<file path="src/rtca_defines.vh">
// constants and register layout of the calendar alarm block
`ifndef RTCA_DEFINES_VH
`define RTCA_DEFINES_VH

// register offsets
`define RTCA_ADDR_CONFIG    4'h0
`define RTCA_ADDR_REPEAT    4'h1
`define RTCA_ADDR_SEC       4'h2
`define RTCA_ADDR_MIN       4'h3
`define RTCA_ADDR_HOUR      4'h4
`define RTCA_ADDR_WDAY      4'h5
`define RTCA_ADDR_DAY       4'h6
`define RTCA_ADDR_MONTH     4'h7
`define RTCA_ADDR_PAD       4'h8
`define RTCA_ADDR_INT_STAT  4'h9
`define RTCA_ADDR_INT_MASK  4'hA
`define RTCA_ADDR_STATE     4'hB

// alarm_config fields
`define RTCA_CFG_EN_BIT     7
`define RTCA_CFG_INDEFINITE_REPEAT_BIT  6
`define RTCA_CFG_MASK_HI    5
`define RTCA_CFG_MASK_LO    2

// pad_config field of the pin output select
`define RTCA_PAD_SEL_HI     2
`define RTCA_PAD_SEL_LO     1

// interval mask codes
`define RTCA_MASK_HALF_SEC  4'h0
`define RTCA_MASK_SEC       4'h1
`define RTCA_MASK_TEN_SEC   4'h2
`define RTCA_MASK_MIN       4'h3
`define RTCA_MASK_TEN_MIN   4'h4
`define RTCA_MASK_HOUR      4'h5
`define RTCA_MASK_DAY       4'h6
`define RTCA_MASK_WEEK      4'h7
`define RTCA_MASK_MONTH     4'h8
`define RTCA_MASK_YEAR      4'h9

// pin output select codes
`define RTCA_SEL_PULSE      2'h0
`define RTCA_SEL_SECONDS    2'h1

// repeat count limits and leap day in bcd
`define RTCA_RPT_MAX        8'hFF
`define RTCA_RPT_ZERO       8'h00
`define RTCA_FEB_BCD        8'h02
`define RTCA_DAY29_BCD      8'h29

// reset values
`define RTCA_CONFIG_RST     8'h00
`define RTCA_REPEAT_RST     8'h00
`define RTCA_PAD_RST        2'h0

`endif

</file>
<file path="src/rtca_match.v">
// interval mask decoder and field comparator for the alarm
`timescale 1ns/10ps
`include "rtca_defines.vh"

module rtca_match (
   mask,
   half_tick,
   sec_tick,
   now_sec,
   now_min,
   now_hour,
   now_wday,
   now_day,
   now_month,
   al_sec,
   al_min,
   al_hour,
   al_wday,
   al_day,
   al_month,
   hit
);
   input  wire [3:0] mask;
   input  wire       half_tick;
   input  wire       sec_tick;
   input  wire [7:0] now_sec;
   input  wire [7:0] now_min;
   input  wire [7:0] now_hour;
   input  wire [2:0] now_wday;
   input  wire [7:0] now_day;
   input  wire [7:0] now_month;
   input  wire [7:0] al_sec;
   input  wire [7:0] al_min;
   input  wire [7:0] al_hour;
   input  wire [2:0] al_wday;
   input  wire [7:0] al_day;
   input  wire [7:0] al_month;
   output reg        hit;

   wire sec_lo_eq = (now_sec[3:0] == al_sec[3:0]);
   wire sec_eq    = (now_sec == al_sec);
   wire min_lo_eq = (now_min[3:0] == al_min[3:0]);
   wire min_eq    = (now_min == al_min);
   wire hour_eq   = (now_hour == al_hour);
   wire wday_eq   = (now_wday == al_wday);
   wire day_eq    = (now_day == al_day);
   wire month_eq  = (now_month == al_month);
   // a february 29 alarm would only fire in leap years, so with the yearly mask it never does
   wire leap_day  = (al_month == `RTCA_FEB_BCD) &&
                    (al_day == `RTCA_DAY29_BCD);

   always @* begin
      case (mask)
         `RTCA_MASK_HALF_SEC: hit = half_tick;
         `RTCA_MASK_SEC:      hit = sec_tick;
         `RTCA_MASK_TEN_SEC:  hit = sec_tick && sec_lo_eq;
         `RTCA_MASK_MIN:      hit = sec_tick && sec_eq;
         `RTCA_MASK_TEN_MIN:  hit = sec_tick && sec_eq && min_lo_eq;
         `RTCA_MASK_HOUR:     hit = sec_tick && sec_eq && min_eq;
         `RTCA_MASK_DAY:
            hit = sec_tick && sec_eq && min_eq && hour_eq;
         `RTCA_MASK_WEEK:
            hit = sec_tick && sec_eq && min_eq && hour_eq && wday_eq;
         `RTCA_MASK_MONTH:
            hit = sec_tick && sec_eq && min_eq && hour_eq && day_eq;
         `RTCA_MASK_YEAR:
            hit = sec_tick && sec_eq && min_eq && hour_eq && day_eq &&
                  month_eq && !leap_day;
         default:             hit = 1'b0;
      endcase
   end

endmodule // rtca_match

</file>
<file path="src/rtca_pin.v">
// alarm pulse toggle and calendar pin output select
`timescale 1ns/10ps
`include "rtca_defines.vh"

module rtca_pin (
   core_clk,
   sys_rst,
   alarm_event,
   sec_clk,
   pin_sel,
   pulse_level,
   pin_out
);
   input  wire       core_clk;
   input  wire       sys_rst;
   input  wire       alarm_event;
   input  wire       sec_clk;
   input  wire [1:0] pin_sel;
   output wire       pulse_level;
   output reg        pin_out;

   reg pulse_r;
   reg pulse_nxt;
   reg pin_nxt;

   always @* begin
      pulse_nxt = pulse_r ^ alarm_event;
      case (pin_sel)
         `RTCA_SEL_PULSE:   pin_nxt = pulse_nxt;
         `RTCA_SEL_SECONDS: pin_nxt = sec_clk;
         default:           pin_nxt = 1'b0;
      endcase
   end

   always @(posedge core_clk) begin
      if (sys_rst) begin
         pulse_r <= 1'b0;
         pin_out <= 1'b0;
      end else begin
         pulse_r <= pulse_nxt;
         pin_out <= pin_nxt;
      end
   end

   assign pulse_level = pulse_r;

endmodule // rtca_pin

</file>
<file path="src/rtca_alarm.v">
// calendar alarm with repeat counter, interrupt and pin output
//
// Decided for this implementation: the placing of the registers and the plain strobed port.
`timescale 1ns/10ps
`include "rtca_defines.vh"

module rtca_alarm (
   core_clk,
   sys_rst,
   reg_addr,
   reg_wdata,
   reg_wr,
   reg_rd,
   reg_rdata,
   half_tick,
   sec_tick,
   sec_clk,
   now_sec,
   now_min,
   now_hour,
   now_wday,
   now_day,
   now_month,
   alarm_event,
   alarm_irq,
   calendar_pin
);
   parameter AW = 4;
   parameter DW = 8;

   input  wire          core_clk;
   input  wire          sys_rst;
   input  wire [AW-1:0] reg_addr;
   input  wire [DW-1:0] reg_wdata;
   input  wire          reg_wr;
   input  wire          reg_rd;
   output reg  [DW-1:0] reg_rdata;
   input  wire          half_tick;
   input  wire          sec_tick;
   input  wire          sec_clk;
   input  wire [7:0]    now_sec;
   input  wire [7:0]    now_min;
   input  wire [7:0]    now_hour;
   input  wire [2:0]    now_wday;
   input  wire [7:0]    now_day;
   input  wire [7:0]    now_month;
   output reg           alarm_event;
   output reg           alarm_irq;
   output wire          calendar_pin;

   ////////////////////////////////////////////////////////////////////////
   // registers

   reg        alarm_enable_r;
   reg        indefinite_repeat_r;
   reg [3:0]  alarm_interval_mask_r;
   reg [7:0]  alarm_repeat_count_r;
   reg [7:0]  al_sec_r;
   reg [7:0]  al_min_r;
   reg [7:0]  al_hour_r;
   reg [2:0]  al_wday_r;
   reg [7:0]  al_day_r;
   reg [7:0]  al_month_r;
   reg [1:0]  calendar_pin_output_select_r;
   reg        int_stat_r;
   reg        int_mask_r;

   reg        alarm_enable_nxt;
   reg [7:0]  alarm_repeat_count_nxt;
   reg        int_stat_nxt;
   reg [DW-1:0] rdata_nxt;

   wire       hit;
   wire       event_now;
   wire       pulse_level;

   wire wr_cfg   = reg_wr && (reg_addr == `RTCA_ADDR_CONFIG);
   wire wr_rpt   = reg_wr && (reg_addr == `RTCA_ADDR_REPEAT);
   wire wr_istat = reg_wr && (reg_addr == `RTCA_ADDR_INT_STAT);

   ////////////////////////////////////////////////////////////////////////
   // match and event

   rtca_match u_match (
      .mask      (alarm_interval_mask_r),
      .half_tick (half_tick),
      .sec_tick  (sec_tick),
      .now_sec   (now_sec),
      .now_min   (now_min),
      .now_hour  (now_hour),
      .now_wday  (now_wday),
      .now_day   (now_day),
      .now_month (now_month),
      .al_sec    (al_sec_r),
      .al_min    (al_min_r),
      .al_hour   (al_hour_r),
      .al_wday   (al_wday_r),
      .al_day    (al_day_r),
      .al_month  (al_month_r),
      .hit       (hit)
   );

   assign event_now = alarm_enable_r && hit;

   ////////////////////////////////////////////////////////////////////////
   // repeat counter and auto disable

   // a software write in the same cycle as an event takes precedence,
   // so a fresh configuration is never overwritten by the old count
   always @* begin
      alarm_enable_nxt       = alarm_enable_r;
      alarm_repeat_count_nxt = alarm_repeat_count_r;
      if (event_now) begin
         if (alarm_repeat_count_r != `RTCA_RPT_ZERO)
            alarm_repeat_count_nxt = alarm_repeat_count_r - 8'h01;
         else if (indefinite_repeat_r)
            alarm_repeat_count_nxt = `RTCA_RPT_MAX;
         else
            alarm_enable_nxt = 1'b0;
      end
      if (wr_cfg)
         alarm_enable_nxt = reg_wdata[`RTCA_CFG_EN_BIT];
      if (wr_rpt)
         alarm_repeat_count_nxt = reg_wdata[7:0];
   end

   ////////////////////////////////////////////////////////////////////////
   // interrupt status, set wins over write-one clear

   always @* begin
      int_stat_nxt = int_stat_r;
      if (wr_istat && reg_wdata[0])
         int_stat_nxt = 1'b0;
      if (event_now)
         int_stat_nxt = 1'b1;
   end

   ////////////////////////////////////////////////////////////////////////
   // read mux

   always @* begin
      rdata_nxt = {DW{1'b0}};
      if (reg_rd) begin
         case (reg_addr)
            `RTCA_ADDR_CONFIG:
               rdata_nxt = {alarm_enable_r, indefinite_repeat_r,
                            alarm_interval_mask_r, 2'h0};
            `RTCA_ADDR_REPEAT:   rdata_nxt = alarm_repeat_count_r;
            `RTCA_ADDR_SEC:      rdata_nxt = al_sec_r;
            `RTCA_ADDR_MIN:      rdata_nxt = al_min_r;
            `RTCA_ADDR_HOUR:     rdata_nxt = al_hour_r;
            `RTCA_ADDR_WDAY:     rdata_nxt = {5'h00, al_wday_r};
            `RTCA_ADDR_DAY:      rdata_nxt = al_day_r;
            `RTCA_ADDR_MONTH:    rdata_nxt = al_month_r;
            `RTCA_ADDR_PAD:
               rdata_nxt = {5'h00, calendar_pin_output_select_r, 1'b0};
            `RTCA_ADDR_INT_STAT: rdata_nxt = {7'h00, int_stat_r};
            `RTCA_ADDR_INT_MASK: rdata_nxt = {7'h00, int_mask_r};
            `RTCA_ADDR_STATE:    rdata_nxt = {7'h00, pulse_level};
            default:             rdata_nxt = {DW{1'b0}};
         endcase
      end
   end

   ////////////////////////////////////////////////////////////////////////
   // state registers

   always @(posedge core_clk) begin
      if (sys_rst) begin
         alarm_enable_r               <= 1'b0;
         indefinite_repeat_r          <= 1'b0;
         alarm_interval_mask_r        <= 4'h0;
         alarm_repeat_count_r         <= `RTCA_REPEAT_RST;
         al_sec_r                     <= 8'h00;
         al_min_r                     <= 8'h00;
         al_hour_r                    <= 8'h00;
         al_wday_r                    <= 3'h0;
         al_day_r                     <= 8'h01;
         al_month_r                   <= 8'h01;
         calendar_pin_output_select_r <= `RTCA_PAD_RST;
         int_stat_r                   <= 1'b0;
         int_mask_r                   <= 1'b0;
         reg_rdata                    <= {DW{1'b0}};
         alarm_event                  <= 1'b0;
         alarm_irq                    <= 1'b0;
      end else begin
         alarm_enable_r       <= alarm_enable_nxt;
         alarm_repeat_count_r <= alarm_repeat_count_nxt;
         int_stat_r           <= int_stat_nxt;
         reg_rdata            <= rdata_nxt;
         alarm_event          <= event_now;
         alarm_irq            <= int_stat_nxt && int_mask_r;
         if (wr_cfg) begin
            indefinite_repeat_r   <= reg_wdata[`RTCA_CFG_INDEFINITE_REPEAT_BIT];
            alarm_interval_mask_r <=
               reg_wdata[`RTCA_CFG_MASK_HI:`RTCA_CFG_MASK_LO];
         end
         if (reg_wr) begin
            case (reg_addr)
               `RTCA_ADDR_SEC:      al_sec_r   <= reg_wdata;
               `RTCA_ADDR_MIN:      al_min_r   <= reg_wdata;
               `RTCA_ADDR_HOUR:     al_hour_r  <= reg_wdata;
               `RTCA_ADDR_WDAY:     al_wday_r  <= reg_wdata[2:0];
               `RTCA_ADDR_DAY:      al_day_r   <= reg_wdata;
               `RTCA_ADDR_MONTH:    al_month_r <= reg_wdata;
               `RTCA_ADDR_PAD:
                  calendar_pin_output_select_r <=
                     reg_wdata[`RTCA_PAD_SEL_HI:`RTCA_PAD_SEL_LO];
               `RTCA_ADDR_INT_MASK: int_mask_r <= reg_wdata[0];
               default:             int_mask_r <= int_mask_r;
            endcase
         end
      end
   end

   ////////////////////////////////////////////////////////////////////////
   // pin output

   rtca_pin u_pin (
      .core_clk    (core_clk),
      .sys_rst     (sys_rst),
      .alarm_event (event_now),
      .sec_clk     (sec_clk),
      .pin_sel     (calendar_pin_output_select_r),
      .pulse_level (pulse_level),
      .pin_out     (calendar_pin)
   );

endmodule // rtca_alarm

</file>
<file path="config.mk">
export PLATFORM = sky130hd
export DESIGN_NAME = rtca_alarm
export DESIGN_NICKNAME = d
export VERILOG_FILES = /design/src/rtca_match.v /design/src/rtca_pin.v /design/src/rtca_alarm.v
export VERILOG_INCLUDE_DIRS = /design/src
export SDC_FILE = /design/constraint.sdc
export NUM_CORES = 1
export LEC_CHECK = 0
export ABC_AREA = 1
export BUFFER_PORTS_ARGS = -buffer_cell sky130_fd_sc_hd__buf_2
export CAP_MARGIN = 0
export CORE_ASPECT_RATIO = 1.75
export CORE_MARGIN = 4
export CORE_UTILIZATION = 47
export DETAILED_ROUTE_END_ITERATION = 8
export PLACE_DENSITY_LB_ADDON = 0.15
export SYNTH_ARGS = -nofsm -noshare
export SYNTH_HDL_FRONTEND = slang
export SYNTH_HIERARCHICAL = 1
export SYNTH_SLANG_ARGS = --single-unit
</file>
<file path="constraint.sdc">
create_clock -name core_clk -period 2.3 [get_ports core_clk]
set_clock_uncertainty 0.15 [all_clocks]
set_input_delay 0.115 -clock core_clk [delete_from_list [all_inputs] [get_ports core_clk]]
set_output_delay 0.115 -clock core_clk [all_outputs]
set_load 0.02 [all_outputs]
</file>
==> qor.csv, run 1 <==
stage;metric;value;unit
clock_network;cts.clk_slew.worst_paths;0.06;ns
route;wire_per_inst;15.5;um
timing;fin_setup_tns;0;ns
timing;maxSlewViolCount;0;
placement;port-buffer-count;72;
layout;drive_gt1_share;17.0;%
critical_path;crit_chain;xnor2_1 > nand2_1 > nor2_2 > nand3_1 > a21oi_1 > a21oi_1 > nand2_1 > nand2_2 > inv_2 > nand2_2 > nand2_4 > buf_2 > o21bai_1 > nor2_1;
timing;worst_hold_slack;0.0154;ns
layout;antenna_cells;0;
clock_network;cts_sinks;73;
timing;finalSetupViolCount;0;
global_routing;antenna_found_initial;0;
global_routing;grt_pass1_wl;20600;um
timing;hold_viol_final;0;
critical_path;cp_top_family;simple AND/OR/NAND/NOR gates;
floorplan;fp.dieH;133;um
pwr;p_comb_share;11.6;%
worst_hold_path;min_path_type;input pin to register;
critical_path;path_buf_inv;2;
timing;post-route-period-util;93.6;%
yosys;synth_fa_ha_area_share;0.600;%
critical_path;start_kind;register;
floorplan;core_area;8670;um^2
job;maxCapViolCount;0;
pwr;seq_power_share;42.0;%
pwr;p_int;2.35;mW
yosys;synthSimpleGateAreaFrac;27.4;%
timing;setup_slack;0.147;ns
pwr;peakVddDrop;0.000374;V
yosys;yosys_warnings;6;
yosys;yosysUniqueCellTypes;28;
global_routing;track_usage;25.9;%
timing;max_slew_margin;64.4;%
yosys;postSynthAreaPerCell;6.40;um^2
clock_network;h-tree-depth;3;
yosys;yosysSeqAreaShare;35.0;%
route;drt_wl_total;13200;um
timing;fmaxAchievable;464;MHz
route;dr.pass1.iters;5;
critical_path;cp.arrival;2.27;ns
critical_path;critPathKind;register to register;
yosys;syn-instance-count;652;
yosys;synth_compound_area_share;18.8;%
clock_network;cts_root_buf;clkbuf_16;
placement;placed_area;4610;um^2
layout;fin_nets;794;
global_routing;overflow;0;
route;ant_nets;0;
timing;tightestPinTransition;0.533;ns
global_routing;grt_pass1_vias;4169;
clock_network;cts_buffers;9;
clock_network;clk-insertion-delay-late;0.33;ns
layout;fillers;889;
floorplan;die_area;10500;um^2
pwr;p_sw_share;24.6;%
yosys;synth_fp_nets;716;
yosys;synth.area.mux_share;0;%
pwr;p_total;3.12;mW
clock_network;cts_buffer_depth;2;
critical_path;critPathMaxFanout;6;
layout;design_area;5010;um^2
outcome;run_status;complete, no violations;
pwr;p_leak;2.18;nW
critical_path;crit_slowest_cell;dfxtp_1;
yosys;synth_xor_area_share;6.30;%
pwr;p_sw;0.766;mW
placement;post-place-cells;828;
floorplan;row_count;45;
yosys;netlist_area;4170;um^2
placement;gp_congestion;0.945;
placement;hpwl;10200;um
timing;fin_crit;2.15;ns
floorplan;ios;73;
yosys;synth_top_family_by_area;simple AND/OR/NAND/NOR gates;
route;drc;0;
route;num_vias;4368;
floorplan;start_util;48.1;%
global_routing;grt_max_degree;33;
pwr;pwr-share-clk;46.4;%
critical_path;crit_required;2.42;ns
placement;pre_cts_ws;-0.00957;ns
layout;area_growth;20.2;%
route;dr.first_iter.drc_count;298;
critical_path;critPathMaxStageDelay;0.33;ns
layout;final_core_util;57.8;%
route;vias_per_cell;5.13;
layout;fin_cells;852;
clock_network;cts_tree;built;
yosys;ys_seq_elements;73;
pwr;p_per_area;622;nW/um^2
floorplan;die_w;79.2;um
critical_path;critPathCaptureType;register;
## power groups by stage
stage / clock network, mW / registers (mW) / logic, mW
2_1_floorplan: 0 / 1.33 / 0.209
3_3_place_gp: 0 / 1.34 / 0.344
3_5_place_dp: 0 / 1.34 / 0.349
4_1_cts: 1.46 / 1.31 / 0.355
5_1_grt: 1.53 / 1.31 / 0.402
6_report: 1.45 / 1.31 / 0.361
## metal layers
metal / GRT usage, % / vias to the layer above / wire length [um]
met5: 0 / - / 0
met4: 12.1 / 0 / 549
met3: 5.45 / 36 / 685
met2: 46.4 / 140 / 6890
met1: 28.5 / 1967 / 5060
li1: - / 2225 / -
## path summary, 6_finish.rpt
path / cells after the start / from / endpoint / slack [ns]
worst max-delay path: 14 / al_sec_r[4] / alarm_repeat_count_r[6] / 0.15
worst max register to register: 14 / al_sec_r[4] / alarm_repeat_count_r[6] / 0.15
worst min-delay path: 3 / reg_wdata[0] / al_min_r[0] / 0.02
worst min register to register: 2 / int_mask_r / int_mask_r / 0.31
## layout by cell type (no fill, tap or decap), types with 9 or more instances in the layout
cell,instances
dfxtp_1,64
dfxtp_2,9
buf_2,73
o21ai_0,58
xor2_1,11
a21oi_1,63
xnor2_1,19
inv_1,104
nand3_1,30
nand2_1,131
clkbuf_16,9
o22ai_1,16
nor2_1,83
## Yosys cell counts, drive strengths merged
| library cell | n | share of area, % |
|---|---|---|
| or2 | 3 | 0.45 |
| o21ai | 60 | 7.2 |
| xor2 | 11 | 2.3 |
| clkbuf | 9 | 0.81 |
| buf | 6 | 1.2 |
| inv | 110 | 9.9 |
| o21bai | 4 | 0.72 |
| a21oi | 63 | 7.6 |
| nor3 | 3 | 0.36 |
| dfxtp | 73 | 35 |
| nor2 | 91 | 8.8 |
| nor3b | 1 | 0.18 |
| nand3 | 30 | 3.6 |
| a22o | 1 | 0.21 |
| nand4 | 6 | 0.90 |
| nand2 | 138 | 13 |
| ha | 2 | 0.60 |
| o211ai | 4 | 0.72 |
| xnor2 | 19 | 4.0 |
| nand3b | 2 | 0.36 |
| o22ai | 16 | 2.4 |
## state kept, by name, indices dropped and copies added, names as in the netlist, 2 cells and up
signal	count
al_day_r	8
al_hour_r	8
al_min_r	8
al_month_r	8
al_sec_r	8
al_wday_r	3
alarm_interval_mask_r	4
alarm_repeat_count_r	8
calendar_pin_output_select_r	2
reg_rdata	8
## worst reg2reg max path, delay by kind of cell (launching register included)
kind	cells	cell delay [ns]
XOR/XNOR	1	0.17
buffers and inverters	2	0.25
AO/OA/AOI/OAI	3	0.26
AND/OR/NAND/NOR	8	0.93
flip-flops	1	0.33
## layout make-up
class / instances / area, um^2 / share of cell area, %
well taps: 117 / 146 / 2.92
repair buffers: 82 / 440 / 8.78
multi-input cells: 454 / 2230 / 44.5
clock buffers: 14 / 274 / 5.46
flip-flops and latches: 73 / 1470 / 29.4
inverters: 110 / 413 / 8.23
clock inverters: 2 / 35.0 / 0.699
## logic make-up after synthesis
logic type / after synthesis
simple gates: 274
compound gates: 148
buf+inv: 125
flops: 73
xor+xnor: 30
fa+ha+maj: 2
## timing repair
action	in CTS	in global routing
hold endpoints to repair	3	0
setup endpoints to repair	3	9
pin swaps	0	7
hold buffers	3	0
setup buffers	0	5
resized for setup	1	16
Note: power is estimated with default switching activity, not from simulation.
==> inputs of run 2 (changes only) <==
==> constraint.sdc (replaced) <==
create_clock -name core_clk -period 2.41 [get_ports core_clk]
set_clock_uncertainty 0.15 [all_clocks]
set_input_delay 0.1205 -clock core_clk [delete_from_list [all_inputs] [get_ports core_clk]]
set_output_delay 0.1205 -clock core_clk [all_outputs]
set_load 0.02 [all_outputs]
==> run 2 against run 1 <==
Clock power about the same. Wire length up 0.89%. Die area unchanged.
==> qor.csv, run 2 (synthesis results as in run 1) <==
stage;metric;value;unit
timing;hold_viol_final;0;
clock_network;cts_tree;built;
timing;post-route-period-util;92.1;%
placement;post-place-cells;828;
timing;setup_slack;0.191;ns
floorplan;die_w;79.2;um
pwr;p_sw;0.749;mW
layout;fin_nets;789;
global_routing;antenna_found_initial;0;
clock_network;clk-insertion-delay-late;0.34;ns
critical_path;critPathMaxFanout;9;
floorplan;start_util;48.1;%
timing;fmaxAchievable;451;MHz
pwr;p_per_area;615;nW/um^2
global_routing;overflow;0;
pwr;peakVddDrop;0.000369;V
placement;pre_cts_ws;0.0762;ns
layout;antenna_cells;0;
timing;max_slew_margin;66.0;%
clock_network;cts_sinks;73;
route;drc;0;
route;dr.first_iter.drc_count;309;
critical_path;critPathMaxStageDelay;0.43;ns
global_routing;track_usage;25.5;%
layout;fillers;919;
critical_path;crit_slowest_cell;dfxtp_1;
layout;drive_gt1_share;15.2;%
timing;fin_setup_tns;0;ns
critical_path;crit_chain;nand2_1 > nand2_1 > nand3_1 > nor2_4 > nand3_1 > a21oi_1 > a21oi_1 > nand2_1 > nand2_1 > inv_2 > nand2_1 > nand2_4 > inv_1 > nor2_1 > nor2_1;
timing;fin_crit;2.22;ns
route;wire_per_inst;15.7;um
global_routing;grt_max_degree;25;
timing;finalSetupViolCount;0;
critical_path;crit_required;2.49;ns
critical_path;start_kind;register;
layout;fin_cells;847;
placement;gp_congestion;0.920;
critical_path;critPathCaptureType;register;
pwr;pwr-share-clk;48.0;%
clock_network;cts_buffers;9;
layout;multi_input_area;2230;um^2
timing;tightestPinTransition;0.508;ns
floorplan;row_count;45;
layout;layout_common_cells;133 x nand2_1, 105 x inv_1, 83 x nor2_1;
route;dr.pass1.iters;6;
layout;area_growth;19.5;%
placement;port-buffer-count;72;
pwr;p_leak;2.16;nW
clock_network;postCtsSetupBuffers;0;
route;drt_wl_total;13300;um
layout;final_core_util;57.5;%
layout;seqCellArea;1460;um^2
route;vias_per_cell;5.21;
job;maxCapViolCount;0;
floorplan;ios;73;
pwr;p_sw_share;24.4;%
worst_hold_path;min_path_type;input pin to register;
floorplan;fp.dieH;133;um
route;num_vias;4416;
clock_network;h-tree-depth;3;
critical_path;cp_common_cell;nand2_1;
clock_network;cts_root_buf;clkbuf_16;
layout;mostFrequentLayoutCell;nand2_1;
floorplan;die_area;10500;um^2
clock_network;cts_buffer_depth;2;
critical_path;critPathKind;register to register;
timing;maxSlewViolCount;0;
global_routing;grt_pass1_vias;4236;
pwr;p_int;2.32;mW
floorplan;core_area;8670;um^2
global_routing;grt_pass1_wl;20600;um
pwr;seq_power_share;40.8;%
placement;hpwl;10200;um
outcome;run_status;complete, no violations;
pwr;p_comb_share;11.2;%
pwr;p_total;3.07;mW
timing;rsz0062_at_grt;false;
route;ant_nets;0;
critical_path;cp.arrival;2.30;ns
clock_network;cts.clk_slew.worst_paths;0.06;ns
-- run 2: cell count changes in the layout (fill, tap and decap cells not counted) --
cell,delta
clkbuf_8,-1
buf_4,-4
inv_2,-1
buf_2,-1
nand2_2,-2
dfxtp_2,-8
clkbuf_1,-2
clkinv_2,+1
clkinvlp_4,+1
bufinv_16,+1
dfxtp_1,+8
inv_1,+1
nand2_1,+2
-- run 2: power by group through the flow --
| stage | sequential (mW) | clock [mW] | combinational (mW) |
|---|---|---|---|
| global placement | 1.28 | 0 | 0.327 |
| floorplan | 1.27 | 0 | 0.200 |
| global route | 1.25 | 1.52 | 0.382 |
| detailed placement | 1.28 | 0 | 0.333 |
| finish | 1.25 | 1.47 | 0.342 |
| CTS | 1.25 | 1.48 | 0.338 |
-- run 2: critical path, delay by kind of cell (launching register included) --
kind	cells	cell delay, ns
buf+inv	2	0.19
compound gates	2	0.23
simple gates	11	1.10
flops	1	0.43
-- run 2: final cells by class --
class / count / area share, %
timing repair buffer: 77 / 8.13
clock buffer: 11 / 5.07
multi-input combinational: 454 / 44.7
clock inverter: 5 / 1.56
sequential: 73 / 29.3
inverter: 110 / 8.28
tap: 117 / 2.94
-- run 2: path summary, 6_finish.rpt --
path | endpoint | cells after the start | start | slack, ns
min | al_min_r[0] | 3 | reg_wdata[0] | 0.01
min reg2reg | int_mask_r | 2 | int_mask_r | 0.31
max reg2reg | alarm_repeat_count_r[1] | 15 | al_sec_r[2] | 0.19
max | alarm_repeat_count_r[1] | 15 | al_sec_r[2] | 0.19
-- run 2: routing by layer --
| metal | share of wire [%] | vias to the layer above | global-route usage [%] |
|---|---|---|---|
| met5 | 0 | - | 0 |
| met3 | 5.5 | 49 | 3.95 |
| li1 | - | 2212 | - |
| met4 | 5.6 | 0 | 13.9 |
| met1 | 39 | 1970 | 28.6 |
| met2 | 50 | 185 | 45.0 |
-- run 2: timing repair --
| item | 4_1_cts | 5_1_grt |
|---|---|---|
| hold buffers | 3 | 0 |
| resized for setup | 0 | 5 |
| endpoints found under the setup margin | 0 | 8 |
| endpoints found under the hold margin | 3 | 0 |
-- run 2: metrics by stage --
stage | hold WS, ns | cell area, um^2
2_1_floorplan | 0.0396 | 4170
3_3_place_gp | 0.280 | 4610
3_5_place_dp | 0.284 | 4610
4_1_cts | 0.00979 | 4970
5_1_grt | 0.0362 | 4990
6_report | 0.0115 | 4990
